$ cat src/verilog/dlr_pkg.sv
// What this block does
// - qam valid needs symbol, fec, packet, sync
// - multicarrier valid needs clock, link, pointers, fec
// - qam lost lock on any sync loss; code: symbol, fec or packet loss only, not sync message loss
// - multicarrier lost lock on five causes
// - seek maps elsewhere when map channel lost
// - lost primary switches to available backup
// - else resync until reinit order
// - fec-type causes keep channel, partial mode
// - status report when upstream available
// - interruption needs valid, same signal, parameters
// - short outage keeps code-division timing error
// - first burst timed within tight accuracy
// - short outage resumes within two seconds
// - medium outage may continue if recovered
// - else reacquire timing, range before transmit
// - range on maintenance slots, no spreader-on
// - ranging identifier, offset on station maintenance
// - hold transmit until backup skew compensated
// - lost sync interval forces switch or suspend
package dlr_pkg;
   // register offsets
   localparam logic [3:0] DLR_ADDR_CTRL = 4'h0;
   localparam logic [3:0] DLR_ADDR_STAT = 4'h1;
   localparam logic [3:0] DLR_ADDR_STICKY = 4'h2;
   localparam logic [3:0] DLR_ADDR_LOSTSYNC = 4'h3;
   localparam logic [3:0] DLR_ADDR_STMAINT = 4'h4;
   localparam logic [3:0] DLR_ADDR_RNGRSP = 4'h5;
   // control field positions
   localparam int DLR_CTRL_PRIM_QAM = 0;
   localparam int DLR_CTRL_BACKUP_ASSIGNED = 1;
   localparam int DLR_CTRL_SKEW_KNOWN = 2;
   localparam int DLR_CTRL_TS_SUITABLE = 3;
   localparam logic [31:0] DLR_CTRL_RESET = 32'h00000001;
   // timing
   localparam int DLR_CLK_HZ = 50000000;
   localparam int DLR_SHORT_US = 5000;
   localparam int DLR_SHORT_CYC = DLR_SHORT_US * (DLR_CLK_HZ / 1000000);
   localparam int DLR_RECOVER_MS = 2000;
   localparam int DLR_RECOVER_CYC = DLR_RECOVER_MS * (DLR_CLK_HZ / 1000);
   localparam logic [4:0] DLR_RNG_RETRY_MAX = 5'h11;
   localparam logic [31:0] DLR_LOSTSYNC_RESET = 32'h000F4240;
   localparam logic [31:0] DLR_STMAINT_RESET = 32'h01C9C380;
   localparam logic [31:0] DLR_RNGRSP_RESET = 32'h00989680;
   // ranging kinds
   typedef enum logic [1:0] {
      DLR_RNG_BCAST_INIT, DLR_RNG_UNI_INIT, DLR_RNG_STATION
   } dlr_rng_kind_t;
   // qam sync inputs
   typedef struct packed {
      logic symbol_lock;
      logic fec_lock;
      logic packet_lock;
      logic sync_msg_ok;
   } dlr_qam_t;
   // multicarrier health inputs
   typedef struct packed {
      logic clock_ok;
      logic link_ok;
      logic pointer_ok;
      logic base_fec_ok;
      logic pilot_err;
      logic preamble_loss;
      logic link_fec_over;
      logic pointer_crc_over;
      logic base_fec_over;
      logic timestamp_ok;
   } dlr_mc_t;
   // ranging request toward upstream mac
   typedef struct packed {
      logic valid;
      dlr_rng_kind_t kind;
      logic spreader_on;
      logic use_offset;
   } dlr_rng_req_t;
endpackage : dlr_pkg

$ cat src/verilog/dlr_lock_supervisor.sv
// Added by the designer: the placing of the registers and the address-and-strobe port.
`timescale 1ns/10ps
`default_nettype none
// downstream lock supervisor and interruption recovery controller
module dlr_lock_supervisor #(
   parameter int SHORT_CYC = dlr_pkg::DLR_SHORT_CYC,
   parameter int RECOVER_CYC = dlr_pkg::DLR_RECOVER_CYC
) (
   input wire logic sys_clk,
   input wire logic rst_n,
   input wire logic [3:0] reg_addr,
   input wire logic [31:0] reg_wdata,
   input wire logic reg_wr,
   input wire logic reg_rd,
   output logic [31:0] reg_rdata,
   input wire dlr_pkg::dlr_qam_t qam_pin,
   input wire dlr_pkg::dlr_mc_t mc_pin,
   input wire logic backup_avail_pin,
   input wire logic map_channel_pin,
   input wire logic params_same,
   input wire logic upstream_ok,
   input wire logic ranging_response_success,
   input wire logic ranging_response_timeout,
   input wire logic skew_done,
   output logic ds_valid,
   output logic lost_lock,
   output logic switch_backup,
   output logic seek_map_channel,
   output logic partial_mode,
   output logic status_report,
   output logic tx_hold,
   output logic us_suspend,
   output logic mac_reinit,
   output dlr_pkg::dlr_rng_req_t rng_req
);
   // state of the primary downstream
   typedef enum logic [2:0] {
      DLR_ST_LOCKED, DLR_ST_OUTAGE, DLR_ST_SKEW, DLR_ST_RANGE, DLR_ST_RESYNC
   } dlr_state_t;
   dlr_state_t state_reg, state_next;

   // two-flop synchronisers for pin inputs
   localparam int NIN = 16;
   logic [NIN-1:0] meta_reg, sync_reg;
   wire [NIN-1:0] raw_in = {qam_pin, mc_pin, backup_avail_pin, map_channel_pin};
   always_ff @(posedge sys_clk or negedge rst_n) begin
      if (!rst_n) begin
         meta_reg <= '0;
         sync_reg <= '0;
      end else begin
         meta_reg <= raw_in;
         sync_reg <= meta_reg;
      end
   end
   dlr_pkg::dlr_qam_t qam;
   dlr_pkg::dlr_mc_t mc;
   wire backup_avail = sync_reg[1];
   wire map_channel = sync_reg[0];
   assign qam = sync_reg[15:12];
   assign mc = sync_reg[11:2];

   // configuration registers
   logic [31:0] ctrl_reg;
   logic [31:0] lostsync_reg, stmaint_reg, rngrsp_reg;
   logic [6:0] sticky_reg, sticky_next;
   wire prim_qam = ctrl_reg[dlr_pkg::DLR_CTRL_PRIM_QAM];
   wire backup_assigned = ctrl_reg[dlr_pkg::DLR_CTRL_BACKUP_ASSIGNED];
   wire skew_known = ctrl_reg[dlr_pkg::DLR_CTRL_SKEW_KNOWN];
   wire ts_suitable = ctrl_reg[dlr_pkg::DLR_CTRL_TS_SUITABLE];

   // validity of the primary channel
   wire qam_valid = qam.symbol_lock && qam.fec_lock && qam.packet_lock && qam.sync_msg_ok;
   // a pilot or preamble loss means clock timing is gone, so the channel is not valid
   wire mc_valid = mc.clock_ok && mc.link_ok && mc.pointer_ok && mc.base_fec_ok &&
                   !mc.pilot_err && !mc.preamble_loss;
   wire chan_valid = prim_qam ? qam_valid : mc_valid;
   // loss causes, qam ones and multicarrier ones
   wire qam_loss = !(qam.symbol_lock && qam.fec_lock && qam.packet_lock);
   wire mc_hard = mc.pilot_err || mc.preamble_loss;
   wire mc_soft = mc.link_fec_over || mc.pointer_crc_over || mc.base_fec_over;
   wire loss_now = prim_qam ? qam_loss : (mc_hard || mc_soft);
   logic loss_d_reg;
   wire loss_rise = loss_now && !loss_d_reg;
   // soft multicarrier causes keep the channel in use
   wire soft_only = !prim_qam && mc_soft && !mc_hard;
   wire hard_loss = loss_now && !soft_only;
   wire hard_rise = loss_rise && !soft_only;
   wire can_switch = backup_assigned && backup_avail;

   // timers
   logic [31:0] out_cnt_reg;
   logic [31:0] rec_cnt_reg;
   logic [4:0] t3_cnt_reg;
   logic ls_run, ls_exp, t4_exp, t3_exp;
   logic second_int_reg;
   wire in_outage = (state_reg == DLR_ST_OUTAGE);
   wire t3_give_up = t3_exp && (t3_cnt_reg == dlr_pkg::DLR_RNG_RETRY_MAX - 5'h01);
   wire reinit_now = (state_reg == DLR_ST_RESYNC) && (t4_exp || t3_give_up);

   // lost sync interval starts at a hard loss, stops on return
   dlr_timer #(.WIDTH(32)) u_lostsync (
      .sys_clk(sys_clk), .rst_n(rst_n),
      // on a multicarrier primary only a valid timestamp block ends the interval
      .start(hard_rise), .stop(chan_valid && (prim_qam || mc.timestamp_ok)),
      .load(lostsync_reg),
      .running(ls_run), .expired(ls_exp)
   );
   // station maintenance timer runs while resynchronising
   dlr_timer #(.WIDTH(32)) u_stmaint (
      .sys_clk(sys_clk), .rst_n(rst_n),
      .start(state_next == DLR_ST_RESYNC && state_reg != DLR_ST_RESYNC),
      .stop(state_reg != DLR_ST_RESYNC || ranging_response_success), .load(stmaint_reg),
      .running(), .expired(t4_exp)
   );
   // ranging response timer retriggers after each timeout
   dlr_timer #(.WIDTH(32)) u_rngrsp (
      .sys_clk(sys_clk), .rst_n(rst_n),
      .start((state_next == DLR_ST_RESYNC && state_reg != DLR_ST_RESYNC) || t3_exp),
      .stop(state_reg != DLR_ST_RESYNC || ranging_response_success), .load(rngrsp_reg),
      .running(), .expired(t3_exp)
   );

   // interruption qualification on return
   wire ret_ok = in_outage && chan_valid && params_same;
   wire short_ok = ret_ok && (out_cnt_reg <= 32'(SHORT_CYC));
   wire medium_ok = ret_ok && !short_ok && ls_run;

   // next state
   always_comb begin
      state_next = state_reg;
      case (state_reg)
         DLR_ST_LOCKED: begin
            if (hard_rise) state_next = DLR_ST_OUTAGE;
         end
         DLR_ST_OUTAGE: begin
            if (short_ok || medium_ok) state_next = DLR_ST_RANGE;
            else if (chan_valid) state_next = DLR_ST_RANGE;
            // a ready backup is taken at once rather than waiting out the interval
            else if (can_switch) state_next = DLR_ST_SKEW;
            else if (ls_exp) state_next = DLR_ST_RESYNC;
         end
         DLR_ST_SKEW: begin
            if (skew_done || skew_known) state_next = DLR_ST_RANGE;
         end
         DLR_ST_RANGE: begin
            if (ranging_response_success) state_next = DLR_ST_LOCKED;
            else if (rec_cnt_reg == '0) state_next = DLR_ST_RESYNC;
            else if (hard_rise) state_next = DLR_ST_OUTAGE;
         end
         DLR_ST_RESYNC: begin
            if (reinit_now) state_next = DLR_ST_LOCKED;
            else if (chan_valid) state_next = DLR_ST_RANGE;
         end
         default: state_next = DLR_ST_LOCKED;
      endcase
   end

   // sticky flags: set wins over software clear
   wire [6:0] sticky_set = {soft_only && loss_rise, mc.base_fec_over, mc.pointer_crc_over,
                            mc.link_fec_over, mc.preamble_loss, mc.pilot_err,
                            prim_qam && qam_loss};
   wire clr_wr = reg_wr && (reg_addr == dlr_pkg::DLR_ADDR_STICKY);
   always_comb begin
      sticky_next = sticky_reg & ~(clr_wr ? reg_wdata[6:0] : 7'h00);
      sticky_next = sticky_next | sticky_set;
   end

   // state, counters, sticky
   always_ff @(posedge sys_clk or negedge rst_n) begin
      if (!rst_n) begin
         state_reg <= DLR_ST_LOCKED;
         // synced inputs reset to zero, which reads as lost; avoid a false edge
         loss_d_reg <= 1'b1;
         sticky_reg <= '0;
         out_cnt_reg <= '0;
         second_int_reg <= 1'b0;
      end else begin
         state_reg <= state_next;
         loss_d_reg <= loss_now;
         sticky_reg <= sticky_next;
         out_cnt_reg <= in_outage ? out_cnt_reg + 32'h00000001 : 32'h00000000;
         second_int_reg <= (state_reg == DLR_ST_RANGE) && hard_rise;
      end
   end

   // recovery window and retry count
   always_ff @(posedge sys_clk or negedge rst_n) begin
      if (!rst_n) begin
         rec_cnt_reg <= '0;
         t3_cnt_reg <= '0;
      end else begin
         if (state_reg != DLR_ST_RANGE) rec_cnt_reg <= 32'(RECOVER_CYC);
         else if (rec_cnt_reg != '0) rec_cnt_reg <= rec_cnt_reg - 32'h00000001;
         if (state_reg != DLR_ST_RESYNC) t3_cnt_reg <= '0;
         else if (t3_exp) t3_cnt_reg <= t3_cnt_reg + 5'h01;
      end
   end

   // register writes
   always_ff @(posedge sys_clk or negedge rst_n) begin
      if (!rst_n) begin
         ctrl_reg <= dlr_pkg::DLR_CTRL_RESET;
         lostsync_reg <= dlr_pkg::DLR_LOSTSYNC_RESET;
         stmaint_reg <= dlr_pkg::DLR_STMAINT_RESET;
         rngrsp_reg <= dlr_pkg::DLR_RNGRSP_RESET;
      end else if (reg_wr) begin
         case (reg_addr)
            dlr_pkg::DLR_ADDR_CTRL: ctrl_reg <= reg_wdata;
            dlr_pkg::DLR_ADDR_LOSTSYNC: lostsync_reg <= reg_wdata;
            dlr_pkg::DLR_ADDR_STMAINT: stmaint_reg <= reg_wdata;
            dlr_pkg::DLR_ADDR_RNGRSP: rngrsp_reg <= reg_wdata;
            default: ;
         endcase
      end
   end

   // read mux, data one cycle after the strobe
   wire [31:0] stat_word = {25'h0000000, second_int_reg, 1'(chan_valid), 2'h0, state_reg};
   logic [31:0] rd_sel;
   always_comb begin
      case (reg_addr)
         dlr_pkg::DLR_ADDR_CTRL: rd_sel = ctrl_reg;
         dlr_pkg::DLR_ADDR_STAT: rd_sel = stat_word;
         dlr_pkg::DLR_ADDR_STICKY: rd_sel = {25'h0000000, sticky_reg};
         dlr_pkg::DLR_ADDR_LOSTSYNC: rd_sel = lostsync_reg;
         dlr_pkg::DLR_ADDR_STMAINT: rd_sel = stmaint_reg;
         dlr_pkg::DLR_ADDR_RNGRSP: rd_sel = rngrsp_reg;
         default: rd_sel = 32'h00000000;
      endcase
   end

   // registered outputs
   logic [31:0] rdata_reg;
   logic lost_reg, report_reg, switch_reg, reinit_reg, seek_reg;
   dlr_pkg::dlr_rng_req_t rng_reg;
   always_ff @(posedge sys_clk or negedge rst_n) begin
      if (!rst_n) begin
         rdata_reg <= '0;
         lost_reg <= 1'b0;
         report_reg <= 1'b0;
         switch_reg <= 1'b0;
         reinit_reg <= 1'b0;
         seek_reg <= 1'b0;
         rng_reg <= '0;
      end else begin
         rdata_reg <= reg_rd ? rd_sel : 32'h00000000;
         lost_reg <= loss_rise;
         report_reg <= loss_rise && upstream_ok;
         switch_reg <= (state_reg == DLR_ST_OUTAGE) && (state_next == DLR_ST_SKEW);
         reinit_reg <= reinit_now;
         seek_reg <= hard_loss && map_channel;
         rng_reg.valid <= (state_next == DLR_ST_RANGE) && (state_reg != DLR_ST_RANGE);
         // unsuitable backup timestamp forces broadcast initial ranging
         rng_reg.kind <= (state_reg == DLR_ST_SKEW && !ts_suitable) ?
                         dlr_pkg::DLR_RNG_BCAST_INIT : dlr_pkg::DLR_RNG_STATION;
         rng_reg.spreader_on <= 1'b0;
         rng_reg.use_offset <= !(state_reg == DLR_ST_SKEW && !ts_suitable);
      end
   end

   assign reg_rdata = rdata_reg;
   assign ds_valid = chan_valid;
   assign lost_lock = lost_reg;
   assign status_report = report_reg;
   assign switch_backup = switch_reg;
   assign mac_reinit = reinit_reg;
   assign seek_map_channel = seek_reg;
   assign partial_mode = soft_only;
   // no transmit until skew compensated and ranging succeeded, or until a reinit is ordered
   assign tx_hold = (state_reg != DLR_ST_LOCKED);
   assign us_suspend = (state_reg == DLR_ST_RESYNC);
   assign rng_req = rng_reg;

   chk_skew_holds_tx: assert property (@(posedge sys_clk) disable iff (!rst_n)
      state_reg == DLR_ST_SKEW |-> tx_hold) else $error("tx during skew");
   chk_report_follows: assert property (@(posedge sys_clk) disable iff (!rst_n)
      loss_rise && upstream_ok |=> status_report) else $error("no report");
   chk_partial_soft: assert property (@(posedge sys_clk) disable iff (!rst_n)
      partial_mode |-> !prim_qam && !mc_hard) else $error("bad partial");
   chk_no_spreader: assert property (@(posedge sys_clk) disable iff (!rst_n)
      rng_req.valid |-> !rng_req.spreader_on) else $error("spreader on");
   chk_lost_pulse: assert property (@(posedge sys_clk) disable iff (!rst_n)
      $rose(loss_now) |=> lost_lock) else $error("lost lock missed");
   chk_valid_qam: assert property (@(posedge sys_clk) disable iff (!rst_n)
      prim_qam && ds_valid |-> qam.sync_msg_ok && !qam_loss) else $error("qam valid");
   chk_reinit_pulse: assert property (@(posedge sys_clk) disable iff (!rst_n)
      reinit_now |=> mac_reinit ##1 !mac_reinit) else $error("reinit");
   chk_sticky_set: assert property (@(posedge sys_clk) disable iff (!rst_n)
      mc.pilot_err |=> sticky_reg[1]) else $error("sticky lost");
endmodule : dlr_lock_supervisor
`default_nettype wire

$ cat src/verilog/dlr_timer.sv
`timescale 1ns/10ps
`default_nettype none
// loadable down counter, flags expiry for one cycle
module dlr_timer #(
   parameter int WIDTH = 32
) (
   input wire logic sys_clk,
   input wire logic rst_n,
   input wire logic start,
   input wire logic stop,
   input wire logic [WIDTH-1:0] load,
   output logic running,
   output logic expired
);
   logic [WIDTH-1:0] cnt_reg;
   logic run_reg;
   logic exp_reg;
   wire at_end = run_reg && (cnt_reg == '0);
   // start restarts, stop wins over expiry
   always_ff @(posedge sys_clk or negedge rst_n) begin
      if (!rst_n) begin
         cnt_reg <= '0;
         run_reg <= 1'b0;
         exp_reg <= 1'b0;
      end else begin
         exp_reg <= at_end && !start && !stop;
         if (start) begin
            cnt_reg <= load;
            run_reg <= 1'b1;
         end else if (stop || at_end) begin
            run_reg <= 1'b0;
         end else if (run_reg) begin
            cnt_reg <= cnt_reg - 1'b1;
         end
      end
   end
   assign running = run_reg;
   assign expired = exp_reg;
endmodule : dlr_timer
`default_nettype wire
$ cat config.mk
export PLATFORM = sky130hd
export DESIGN_NAME = dlr_lock_supervisor
export DESIGN_NICKNAME = d
export VERILOG_FILES = /design/src/verilog/dlr_pkg.sv /design/src/verilog/dlr_lock_supervisor.sv /design/src/verilog/dlr_timer.sv
export SDC_FILE = /design/constraint.sdc
export NUM_CORES = 1
export LEC_CHECK = 0
export BUFFER_PORTS_ARGS = -buffer_cell sky130_fd_sc_hd__buf_4
export CORE_ASPECT_RATIO = 1.25
export CORE_UTILIZATION = 40
export DETAILED_ROUTE_END_ITERATION = 10
export GPL_TIMING_DRIVEN = 0
export PLACE_DENSITY_LB_ADDON = 0.3
export SLEW_MARGIN = 20
export SYNTH_ARGS = -nofsm -noshare
export SYNTH_HDL_FRONTEND = slang
export SYNTH_SLANG_ARGS = --single-unit
$ cat constraint.sdc
create_clock -name sys_clk -period 3.6 [get_ports sys_clk]
set_input_delay 0.72 -clock sys_clk [delete_from_list [all_inputs] [get_ports sys_clk]]
set_output_delay 0.72 -clock sys_clk [all_outputs]
set_load 0.005 [all_outputs]
After elaboration in Yosys (flattened, before gate mapping)
Index checks and enable logic that the tools add are counted.
{"block": "totals", "inputBits": 61, "out_inout_bits": 46, "register_bits": 384, "wordCells": 188}
{"block": "classes", "addsub": 6, "n_eq_ne": 18, "n_mux": 37, "n_lt_le_gt_ge": 1, "n_reduce_logical": 92, "bitwise": 3}
{"operator": "$mux W32", "n": 13}
{"operator": "$pmux W32 S6", "n": 1}
{"operator": "$logic_not A32 Y1", "n": 4}
{"operator": "$sub A32 B1 Y32 const B", "n": 4}
{"operator": "$logic_and A1 B1 Y1", "n": 41}
{"operator": "$add A32 B1 Y32 const B", "n": 1}
{"operator": "$le A32 B18 Y1 const B", "n": 1}
{"operator": "$reduce_bool A32 Y1", "n": 1}
{"operator": "$mux W3", "n": 10}
{"operator": "$reduce_bool A2 Y1", "n": 8}
{"operator": "$logic_not A1 Y1", "n": 15}
{"operator": "$pmux W3 S5", "n": 1}
{"operator": "$reduce_and A2 Y1", "n": 7}
{"operator": "$logic_or A1 B1 Y1", "n": 13}
{"operator": "$eq A3 B2 Y1 const B", "n": 4}
{"operator": "$mux W5", "n": 2}
{"operator": "$eq A4 B2 Y1 const B", "n": 2}
{"operator": "$eq A4 B3 Y1 const B", "n": 2}
{"operator": "$mux W1", "n": 8}
{"operator": "$and A7 B7 Y7", "n": 1}
{"operator": "$mux W7", "n": 1}
{"operator": "$not A7 Y7", "n": 1}
{"operator": "$or A7 B7 Y7", "n": 1}
{"operator": "$eq A3 B3 Y1 const B", "n": 2}
{"operator": "12 further kinds", "n": 13}

Longest topological paths before layout
Gate-level depths: netlist of run 1.
{"block": "depth", "depth_word": 21, "depth_mapped": 10, "depth_no_buf": 9}

By module
Synthesis of run 1 repeated with hierarchy kept, for this count alone.
{"block": "unflattened", "cells_unflattened": 1492, "hier_area_um2": 16553.4}
{"mod": "dlr_lock_supervisor", "area_each_um2": 10121.0, "instances": 1, "cells_per_inst": 771, "seq_area_each_um2": 6239.7}
{"mod": "dlr_timer at u_rngrsp ...", "area_each_um2": 2169.6, "instances": 2, "cells_per_inst": 243, "seq_area_each_um2": 850.8}
{"mod": "dlr_timer at u_lostsync", "area_each_um2": 2093.3, "instances": 1, "cells_per_inst": 235, "seq_area_each_um2": 850.8}

Least setup slack after synthesis of run 1
OpenSTA, ideal clock, no wires.
{"block": "synth_path", "path_kind": "reg-to-reg", "startpoint": "register u_stmaint.cnt_reg[12]", "endpoint": "register u_stmaint.cnt_reg[29]", "required_ns": 3.461, "synth_period_minus_slack_ns": 2.721, "arrival_time_ns": 2.581, "setup_time_ns": 0.139, "slack_ns": 0.879, "stages_incl_launch_ff": 9, "path_buffers": 2, "path_cell_list": "dfrtp_1 -> or4_4 -> buf_6 -> or3_1 -> buf_2 -> or3_4 -> or3_4 -> o311ai_2 -> o311ai_1"}
{"block": "synth_via", "elab_chain_len": 5, "elab_cells_between_ends": 9, "classes_between": "1 x add/sub; 1 x eq/ne; 3 x mux; 4 x reduce/logical"}
{"item": "from (decl)", "line": "dlr_timer.sv:15", "source": "logic [WIDTH-1:0] cnt_reg;"}
{"item": "from (signal assigned)", "line": "dlr_timer.sv:28", "source": "cnt_reg <= load;"}
{"item": "from (signal assigned)", "line": "dlr_timer.sv:33", "source": "cnt_reg <= cnt_reg - 1'b1;"}
{"item": "branches (longest 5 deep; another with $sub A32 B1 Y32)"}
Several ways; the timed one is not identified. The select of a mux whose other input is x is not followed.
A chain may end at the register's enable or synchronous reset.

Final worst setup path of run 1
{"block": "layout_path", "startpoint": "register state_reg[0]", "endpoint": "register u_stmaint.cnt_reg[22]"}
{"block": "layout_via", "elab_chain_len": 14, "elab_cells_between_ends": 33, "classes_between": "7 x eq/ne; 12 x mux; 14 x reduce/logical"}
{"item": "from (decl)", "line": "dlr_lock_supervisor.sv:40", "source": "dlr_state_t state_reg, state_next;"}
{"item": "from (signal assigned)", "line": "dlr_lock_supervisor.sv:178", "source": "state_reg <= state_next;"}
{"item": "$eq A3 B1 Y1", "line": "dlr_lock_supervisor.sv:96, dlr_lock_supervisor.sv:131"}
{"item": "$logic_and A1 B1 Y1 (2 in a row)", "line": "dlr_lock_supervisor.sv:124", "source": "wire ret_ok = in_outage && chan_valid && params_same;"}
{"item": "$logic_and A1 B1 Y1", "line": "dlr_lock_supervisor.sv:125", "source": "wire short_ok = ret_ok && (out_cnt_reg <= 32'(SHORT_CYC));"}
{"item": "$logic_not A1 Y1", "line": "dlr_lock_supervisor.sv:126", "source": "wire medium_ok = ret_ok && !short_ok && ls_run;"}
{"item": "$logic_and A1 B1 Y1 (2 in a row)", "line": "dlr_lock_supervisor.sv:126"}
{"item": "$logic_or A1 B1 Y1", "line": "dlr_lock_supervisor.sv:136", "source": "if (short_ok || medium_ok) state_next = DLR_ST_RANGE;"}
{"item": "$mux W3", "line": "dlr_lock_supervisor.sv:136"}
{"item": "$pmux W3 S5", "line": "dlr_lock_supervisor.sv:131", "source": "case (state_reg)"}
{"item": "$eq A3 B3 Y1", "line": "dlr_lock_supervisor.sv:111", "source": ".start(state_next == DLR_ST_RESYNC && state_reg != DLR_ST_RESYNC),"}
{"item": "$logic_and A1 B1 Y1", "line": "dlr_lock_supervisor.sv:111"}
{"item": "$ne A2 B1 Y1 (no line) or $reduce_bool A2 Y1 (tied branches)"}
{"item": "$reduce_and A2 Y1 (no line)"}
Several ways; a longest one is shown, not always the timed one.

==> run summary, run 1 <==
The flow ran to the end, and the final reports show no timing, DRC or antenna violations. The standby leakage power came out at ~0.0081 uW. At the later pin of the worst-skew pair, clock insertion delay measures about 0.54 ns. The design draws between 10000 and 15000 uW. The number of global-route vias before repair is roughly 12000. The detailed router finished its first iteration with roughly 970 violations. The per-cell via count in the routed design is approximately 5.8. The H-tree depth reported by CTS came out at 2. The fmax came out at between 300 and 400 MHz.

The half-perimeter wire length of the detailed placement result is 31.36 mm. After the flow finishes, the layout carries non-filler instances totaling between 2000 and 2500. In the final timing run, aggregate negative setup slack is 0 ns. The tool flagged a number of max-cap violations equal to 0. The number of different library cells in the post-synthesis netlist is 74. The slew at the pin closest to its max-slew limit is between 1 and 1.5 ns. The detailed-router iteration count before antenna repair is 8. The cell accounting for the most synthesized area is sky130_fd_sc_hd__dfrtp_1. In this run, post-CTS repair resized a total of 0 instances. The power per unit of standard cell area is slightly below 600 mW/mm^2. The post-synthesis adder-cell area fraction is 0.004711. The core area is 0.03922 sq mm.

In the final layout, the share of cells above drive strength 1 is 0.2214. The count of antenna-violating nets left after detailed routing came out at 0. Yosys printed 0 warnings. Among all cell types in the netlist, the one instantiated most often is sky130_fd_sc_hd__dfrtp_1. The number of hold-repair buffers added at the cts stage is 0.

The number of cells after detailed placement is 2047. The post-synthesis sequential element count is 350. Clock-pin slew was measured on the worst setup and hold paths at about 0.060 ns.

The launch point of the worst path is state_reg[0]$_DFF_PN0_. The number of gates on the worst path with buffers counted is 8. Counting flops with a built-in enable in the synthesized netlist gives 0.

The sink count of the clock tree came out at between 300 and 400. The DRC violation count after routing is 0. The portion of the post-synthesis area used by sequential elements came out at 0.5517. The fraction of the core area covered by cells at the end of the flow came out at 0.4793. The worst relative slew slack came out at 0.2870.

The share of cell area taken by muxes after synthesis came out at 0.09179. Detailed routing inserted a total of 12210 vias. The worst setup path endpoint is u_stmaint.cnt_reg[22]$_DFFE_PN0P_. The average wire length per cell after detail routing came out at between 20 and 25 microns. The worst voltage drop across the vdd grid is between 0.0004 and 0.0005 V. The commonest cells after synthesis are sky130_fd_sc_hd__dfrtp_1 (323), sky130_fd_sc_hd__nand2_1 (148), sky130_fd_sc_hd__mux2_2 (129). By area, the combinational part of the netlist is dominated by simple AND/OR/NAND/NOR gates. The post-synthesis instance area came out at around 0.016 sq mm. TritonCTS built the clock tree. The starting utilization of the core area is 0.4063. The sequential standard cell area came out at 0.008792 sq mm.

For this run, the total global-route usage over all layers was measured as 0.2178. Counting every instance in the synthesized netlist gives roughly 1400. Setup repair after global routing left no endpoint under its margin. The fraction of synthesis flops using an asynchronous set or reset pin came out at 1.000. In this run the clock root is driven by a sky130_fd_sc_hd__clkbuf_16. The overall overflow remaining after global route is 0.

After the last flow step, the layout net total stands at roughly 1700. The setup slack on the worst flop-to-flop path is approximately 0.33 ns. The number of top-level pins is around 110. The horizontal extent of the die came out at between 150 and 200 microns. The final RePlAce weighted congestion is about 0.92. The count of final setup violators is 0. The kind of cell adding the most delay to the critical path is simple AND/OR/NAND/NOR gates. The total count of hold-check failures in the final report was 0. The critical path buffer and inverter count is 3. The area taken by multi-input logic gates came out at about 0.0068 sq mm. The floorplan step defined a die boundary enclosing slightly above 0.04 sq mm. Of the available clock period, the critical path in the final layout requires 0.9082. The final count of pins violating max slew came out at 0. The layout filler cell count came out at 3528. The pin count of the biggest net entering global routing is between 90 and 100.

The minimum clock period is 3.269 ns. For this run, the slowest stage of the critical path takes ~0.95 ns. The dominant cell type by count on the critical path is sky130_fd_sc_hd__clkbuf_1. The complex-gate fraction of the synthesized area was 0.1092.

For the worst setup path, the data required time is ~4.0 ns. The mean instance size in the synthesized netlist came out at around 11 sq um. Buffers inserted during clock tree synthesis total 37. The most used flip-flop cell after synthesis is sky130_fd_sc_hd__dfrtp_1. The worst-path cell with the longest stage delay is sky130_fd_sc_hd__nor3b_1. The number of antenna violations at the first check in global routing is 1. The post-CTS repair timing setup buffer count is 0. The worst setup path is of the flop to flop kind. The total wire length is between 40 and 50 mm. Of the total synthesized cell area, the portion taken by XOR and XNOR cells is 0.04892. The worst register-to-register path begins at state_reg[0]$_DFF_PN0_.

The number of core rows is 81. Compared with the post-synthesis result, the final layout area differs by 17.97%. The classification of the worst-slack hold path is primary input to asynchronous set/reset pin. The post-route clock skew came out at roughly 0.024 ns. The first-pass GRT wire length is between 60 and 70 mm. By area the synthesized netlist is led by sky130_fd_sc_hd__dfrtp_1 (51%), sky130_fd_sc_hd__mux2_2 (9.1%), sky130_fd_sc_hd__dfstp_2 (4.5%). The critical path arrival is about 3.7 ns.

The vertical die dimension came out at approximately 230 microns. The endpoint identified for the worst register-to-register timing path is u_stmaint.cnt_reg[22]$_DFFE_PN0P_. Of the total synthesized cell area, the portion taken by AND, OR, NAND and NOR gates is 0.1689. The longest clock path from root to sink contains 3 buffers. The number of buffers added on ports is slightly above 100. The worst setup path is captured at a flop. For the worst flop-to-flop path, the logic depth is 8. Walking the worst path, the cells encountered are clkbuf_1, or3b_1, clkbuf_1, nor3b_1, nand2_1, buf_2, o311ai_0, nand3_1. STA classifies the critical path startpoint as a flop. The top fanout value on the critical path is 10. The fraction of synthesized cell area taken by the top area cell type came out at 0.5072.
[metrics by stage]
step	area, sq um	hold WS (ns)	worst slack [ns]
floorplan	15940	0.3312	0.8791
global placement	17330	0.3330	-1.480
detailed placement	17440	0.3347	0.4405
CTS	18800	0.1844	0.3815
global route	18800	0.2160	0.1737
finish	18800	0.1795	0.3306
[cells in the final DEF, fill, tap and decap left out, types with 4 or more instances in the layout]
cell type                   count
sky130_fd_sc_hd__a221o_1       17
sky130_fd_sc_hd__ha_1           6
sky130_fd_sc_hd__o21ai_0       74
sky130_fd_sc_hd__a22oi_1       15
sky130_fd_sc_hd__dfrtp_1      323
sky130_fd_sc_hd__a21o_1         9
sky130_fd_sc_hd__or2_2          7
sky130_fd_sc_hd__nor4b_1        5
sky130_fd_sc_hd__nand4b_1       7
sky130_fd_sc_hd__nand3_1       43
sky130_fd_sc_hd__buf_1         12
sky130_fd_sc_hd__clkbuf_1      60
sky130_fd_sc_hd__o211ai_1       4
sky130_fd_sc_hd__and3_1         8
sky130_fd_sc_hd__o31ai_1        5
sky130_fd_sc_hd__a21oi_1       47
sky130_fd_sc_hd__a222oi_1      28
sky130_fd_sc_hd__or3_1         25
sky130_fd_sc_hd__xnor2_1       31
sky130_fd_sc_hd__xor2_1        58
sky130_fd_sc_hd__dfstp_2       27
sky130_fd_sc_hd__buf_4        104
sky130_fd_sc_hd__inv_1         17
sky130_fd_sc_hd__clkbuf_16     39
sky130_fd_sc_hd__and2_1         6
sky130_fd_sc_hd__nor2_1       102
sky130_fd_sc_hd__mux2_2       129
sky130_fd_sc_hd__nand2_1      148
sky130_fd_sc_hd__bufinv_16      6
sky130_fd_sc_hd__nor3_1        54
sky130_fd_sc_hd__nor4_1        26
sky130_fd_sc_hd__nand4_1       19
sky130_fd_sc_hd__clkinv_2       6
sky130_fd_sc_hd__clkbuf_8       9
sky130_fd_sc_hd__nand3b_1       6
sky130_fd_sc_hd__nor3b_1        4
sky130_fd_sc_hd__or4_1         25
sky130_fd_sc_hd__a31oi_1       15
sky130_fd_sc_hd__nand2b_1      11
[worst min-delay path by stage]
stage	startpoint	endpoint	slack, ns	cells after the start
4_1_cts	rst_n	u_lostsync.cnt_reg[21]$_DFFE_PN0P_	0.18	1
6_report	rst_n	lostsync_reg[30]$_DFFE_PN0P_	0.18	1
3_3_place_gp	meta_reg[4]$_DFF_PN0_	sync_reg[4]$_DFF_PN0_	0.33	0
3_5_place_dp	meta_reg[0]$_DFF_PN0_	sync_reg[0]$_DFF_PN0_	0.33	0
2_1_floorplan	meta_reg[0]$_DFF_PN0_	sync_reg[0]$_DFF_PN0_	0.33	0
5_1_grt	rst_n	u_lostsync.cnt_reg[21]$_DFFE_PN0P_	0.22	1
[report_power, final]
group	total, uW	internal [uW]	leakage [uW]	switching, uW
Combinational	1500	724	0.00303	775
Clock	4230	2600	0.000676	1620
Sequential	5110	4540	0.00439	564
Total	10800	7870	0.00810	2960
[final cells by class]
type	instances	area share
antenna	1	0.0001331
sequential	350	0.4677
buffer	77	0.01737
clock buffer	52	0.05930
inverter	17	0.003394
multi-input combinational	1000	0.3604
timing repair buffer	105	0.04552
tap	498	0.03314
clock inverter	16	0.01304
[routing by layer]
| metal | up-vias | routed length, microns | global-route usage |
|---|---|---|---|
| met5 | - | 0 | 0 |
| met4 | 0 | 1741 | 0.09953 |
| met3 | 85 | 2532 | 0.03782 |
| met2 | 410 | 21220 | 0.3620 |
| met1 | 6158 | 18540 | 0.2781 |
| li1 | 5556 | - | - |
[cell families after synthesis]
family	after synthesis
AND/OR/NAND/NOR	523
flip-flops	350
AO/OA/AOI/OAI	250
multiplexers	130
buffers and inverters	94
XOR/XNOR	89
adder cells (fa/ha/maj)	6
other	1
(Power assumes the default switching activity.)
==> inputs of run 2 (changes only) <==
Settings changed: BUFFER_PORTS_ARGS -buffer_cell sky130_fd_sc_hd__buf_4 to unset, DONT_BUFFER_PORTS set to 1.
==> run 2 against run 1 <==
Net effect:
- the run now ends with hold timing left
- setup slack improved by 0.017 ns
- cell area decreased by 4.7%
- clock skew decreased by 0.0081 ns
- non-clock buffer count decreased by 104
- largest cell class unchanged
==> run summary, run 2 (same netlist as run 1, synthesis figures left out) <==
The DRC violation count after routing came out at 0 (unchanged). The worst voltage drop across the vdd grid came out at 0.0004518 V (-7.9%). The startpoint of the most critical register-to-register path is state_reg[0]$_DFF_PN0_. The worst setup path is captured at a flop. The post-route worst hold slack came out at -0.1188 ns (-0.2983 ns). The number of antenna violations at the first check in global routing is 0 (-1). The commonest non-fill, non-tap cell in the layout is sky130_fd_sc_hd__dfrtp_1. met2 is the most crowded layer.

The number of DRC violations after detailed-routing iteration 0 is 945 (-2.1%). The reported net switching power is 2873 uW (-3.0%). The combinational power share is 0.122 (-0.016). The clock network fraction of total power came out at 0.393 (+0.003). The number of nets in the layout came out at 1552 (-6.2%). The non-filler instance count after layout came out at 2012 (-4.9%). The vertical die dimension is 225.2 microns (unchanged). The layout filler cell count is 3587 (+1.7%).

The portion of the clock cycle consumed by the worst path in the final layout came out at 0.9034 (-0.004721). The power per unit of standard cell area is 588.2 mW/mm^2 (+2.1%). The minimum clock period was 3.252 ns (-0.01699 ns). The total wire length is 42.99 mm (-2.4%). The sink count of the clock tree came out at 350 (unchanged). Grouping stages by cell kind, the critical path spends the most delay in simple AND/OR/NAND/NOR gates.

The area of the die came to 0.04065 sq mm (unchanged). The top fanout value on the critical path is 10 (unchanged). The critical path arrival was 3.71 ns (+0.05 ns). The critical path in this run is classified as flop to flop. The fmax is 307.5 MHz (+0.52%). The number of buffers added on ports is 0 (-100%). The pin count of the biggest net entering global routing is 351 (+260%). The slew at the pin closest to its max-slew limit is 1.053 ns (-0.01436 ns).

The clock buffer count from CTS was 38 (+2.7%). The cell at the root of the clock tree is sky130_fd_sc_hd__clkbuf_16. The met2 track demand over resource is 0.3455 (-0.01650). The ratio of cells with drive above 1 in the final layout came out at 0.1671 (-0.05429). The post-route clock skew is 0.01589 ns (-0.008093 ns). The number of top-level pins came out at 107 (unchanged). The per-cell via count in the routed design came out at 5.822 (+0.91%). The H-tree depth reported by CTS came out at 2 (unchanged). The count of final setup violators is 0 (unchanged).

The checks that failed: hold timing. The number of global-route vias before repair came out at 11770 (-2.9%). The required time reported for the critical path endpoint is 4.06 ns (+0.07 ns).

The worst relative slew slack came to 0.2966 (+0.009592). The launch point of the worst path is state_reg[0]$_DFF_PN0_. The library cells used most frequently in the layout, excluding fill and tap cells, are sky130_fd_sc_hd__dfrtp_1 (323), sky130_fd_sc_hd__nand2_1 (148), sky130_fd_sc_hd__mux2_2 (129). The overall overflow remaining after global route came to 0 (unchanged). The max-capacitance violation count came to 0 (unchanged). The sequential standard cell area came out at 0.008792 sq mm (unchanged).

The setup slack on the worst flop-to-flop path came out at 0.35 ns (+0.02 ns). The number of antenna repair diodes came to 0 (-1). The dominant cell type by count on the critical path is sky130_fd_sc_hd__clkbuf_1. The depth of the worst register-to-register path was 8 (unchanged). The final count of pins violating max slew came out at 0 (unchanged). The overall global routing resource usage was 0.2154 (-0.002390).

The number of core rows came out at 81 (unchanged). The delay of the slowest critical-path stage is 0.93 ns (-0.02 ns). Walking the worst path, the cells encountered are clkbuf_1, or3b_1, clkbuf_1, nor3b_1, nand2_1, buf_6, or3_1, a31oi_1.

The global-route met3 utilization is 0.04347 (+0.005656). The classification of the worst-slack hold path is primary input to asynchronous set/reset pin. The post-cts resize count came to 0 (unchanged). The insertion delay of the later-clocked pin in the worst-skew pair is 0.55 ns (about the same). The total power is 10540 uW (-2.7%). The horizontal extent of the die is 180.5 microns (unchanged). The buffer depth of the longest clock path is 3 (unchanged).

The internal power contribution is 7665 uW (-2.6%). The number of gates on the worst path with buffers counted is 8 (unchanged). The first-pass GRT wire length is 67.45 mm (-1.6%).

The clock tree from TritonCTS is done. The endpoint identified for the worst register-to-register timing path is u_stmaint.cnt_reg[9]$_DFFE_PN0P_. The global-route met1 utilization came out at 0.2840 (+0.005940). In this run the worst setup path terminates at u_stmaint.cnt_reg[9]$_DFFE_PN0P_. The setup TNS came to 0 ns (unchanged). The final RePlAce weighted congestion came out at 0.8839 (-3.8%). The average wire length per cell after detail routing came out at 21.37 microns (+2.7%). The category of the worst setup path launch point is a flop. The count of antenna-violating nets left after detailed routing is 0 (unchanged). The critical path buffer and inverter count is 3 (unchanged).

The standby leakage power came to 0.007520 uW (-7.1%). The fraction of power spent switching nets is 0.2727 (-0.0007070). The area taken by multi-input logic gates was 0.006775 sq mm (unchanged). The total count of hold-check failures in the final report came to 60 (+60).

The flow ran to the end, but the final reports show violations. The clock transition at the register clock pins on the worst setup and hold paths after CTS was 0.06 ns (about the same). The layout-stage area growth over the synthesis result came out at 12.44%. The detailed-router iteration count before antenna repair was 5 (-3).

The core area is 0.03922 sq mm (unchanged). The post-CTS repair timing setup buffer count was 0 (unchanged). The largest individual stage delay along the critical path comes from the cell sky130_fd_sc_hd__nor3b_1. The overall via count from detail_route came out at 11710 (-4.1%). Setup repair after global routing left no endpoint under its margin. The starting utilization of the core area is 0.4063 (unchanged). The number of cells after detailed placement is 1943 (-5.1%). The sequential share of power is 0.485 (+0.013). The half-perimeter wire length of the detailed placement result came out at 30.30 mm (-3.4%).
## run 2: how the worst min path moves through the flow
stage | cells after the start | to | from
floorplan | 0 | sync_reg[0]$_DFF_PN0_ | meta_reg[0]$_DFF_PN0_
global placement | 0 | sync_reg[8]$_DFF_PN0_ | meta_reg[8]$_DFF_PN0_
detailed placement | 0 | sync_reg[11]$_DFF_PN0_ | meta_reg[11]$_DFF_PN0_
CTS | 0 | reg_rdata[20]$_DFF_PN0_ | rst_n
global route | 0 | reg_rdata[18]$_DFF_PN0_ | rst_n
finish | 0 | reg_rdata[18]$_DFF_PN0_ | rst_n
## run 2: final cells by class
type                    instances  share of cell area
inverters                      17            0.003561
clock buffers                  50             0.05957
multi-input cells            1000              0.3781
clock inverters                19             0.01473
repair buffers                  1           0.0002793
well taps                     498             0.03478
plain buffers                  77             0.01823
flip-flops and latches        350              0.4907
## run 2: stage by stage
| stage | cell area (sq um) | utilization | hold WS, ns | setup slack (ns) |
|---|---|---|---|---|
| 6_report | 17920 | 0.4568 | -0.1188 | 0.3476 |
| 2_1_floorplan | 15940 | - | 0.3312 | 0.8791 |
| 3_3_place_gp | 16560 | 0.4223 | 0.3336 | 0.1331 |
| 3_5_place_dp | 16590 | 0.4229 | 0.3347 | 0.3748 |
| 5_1_grt | 17920 | 0.4568 | -0.1310 | 0.009087 |
| 4_1_cts | 17920 | 0.4568 | -0.1418 | 0.3435 |
## run 2: metal layers
| metal | wire (microns) | vias up |
|---|---|---|
| met5 | 0 | - |
| met4 | 1599 | 0 |
| met3 | 2616 | 82 |
| met2 | 20140 | 344 |
| met1 | 18640 | 5947 |
| li1 | - | 5341 |
## run 2: power by group through the flow
stage                     sequential, uW  clock (uW)  combinational (uW)
after CTS                           5100        4230                1290
after global placement              5140           0                1240
after detailed placement            5160           0                1280
after floorplan                     4910           0                1050
after global routing                5180        4380                1440
final                               5110        4140                1280
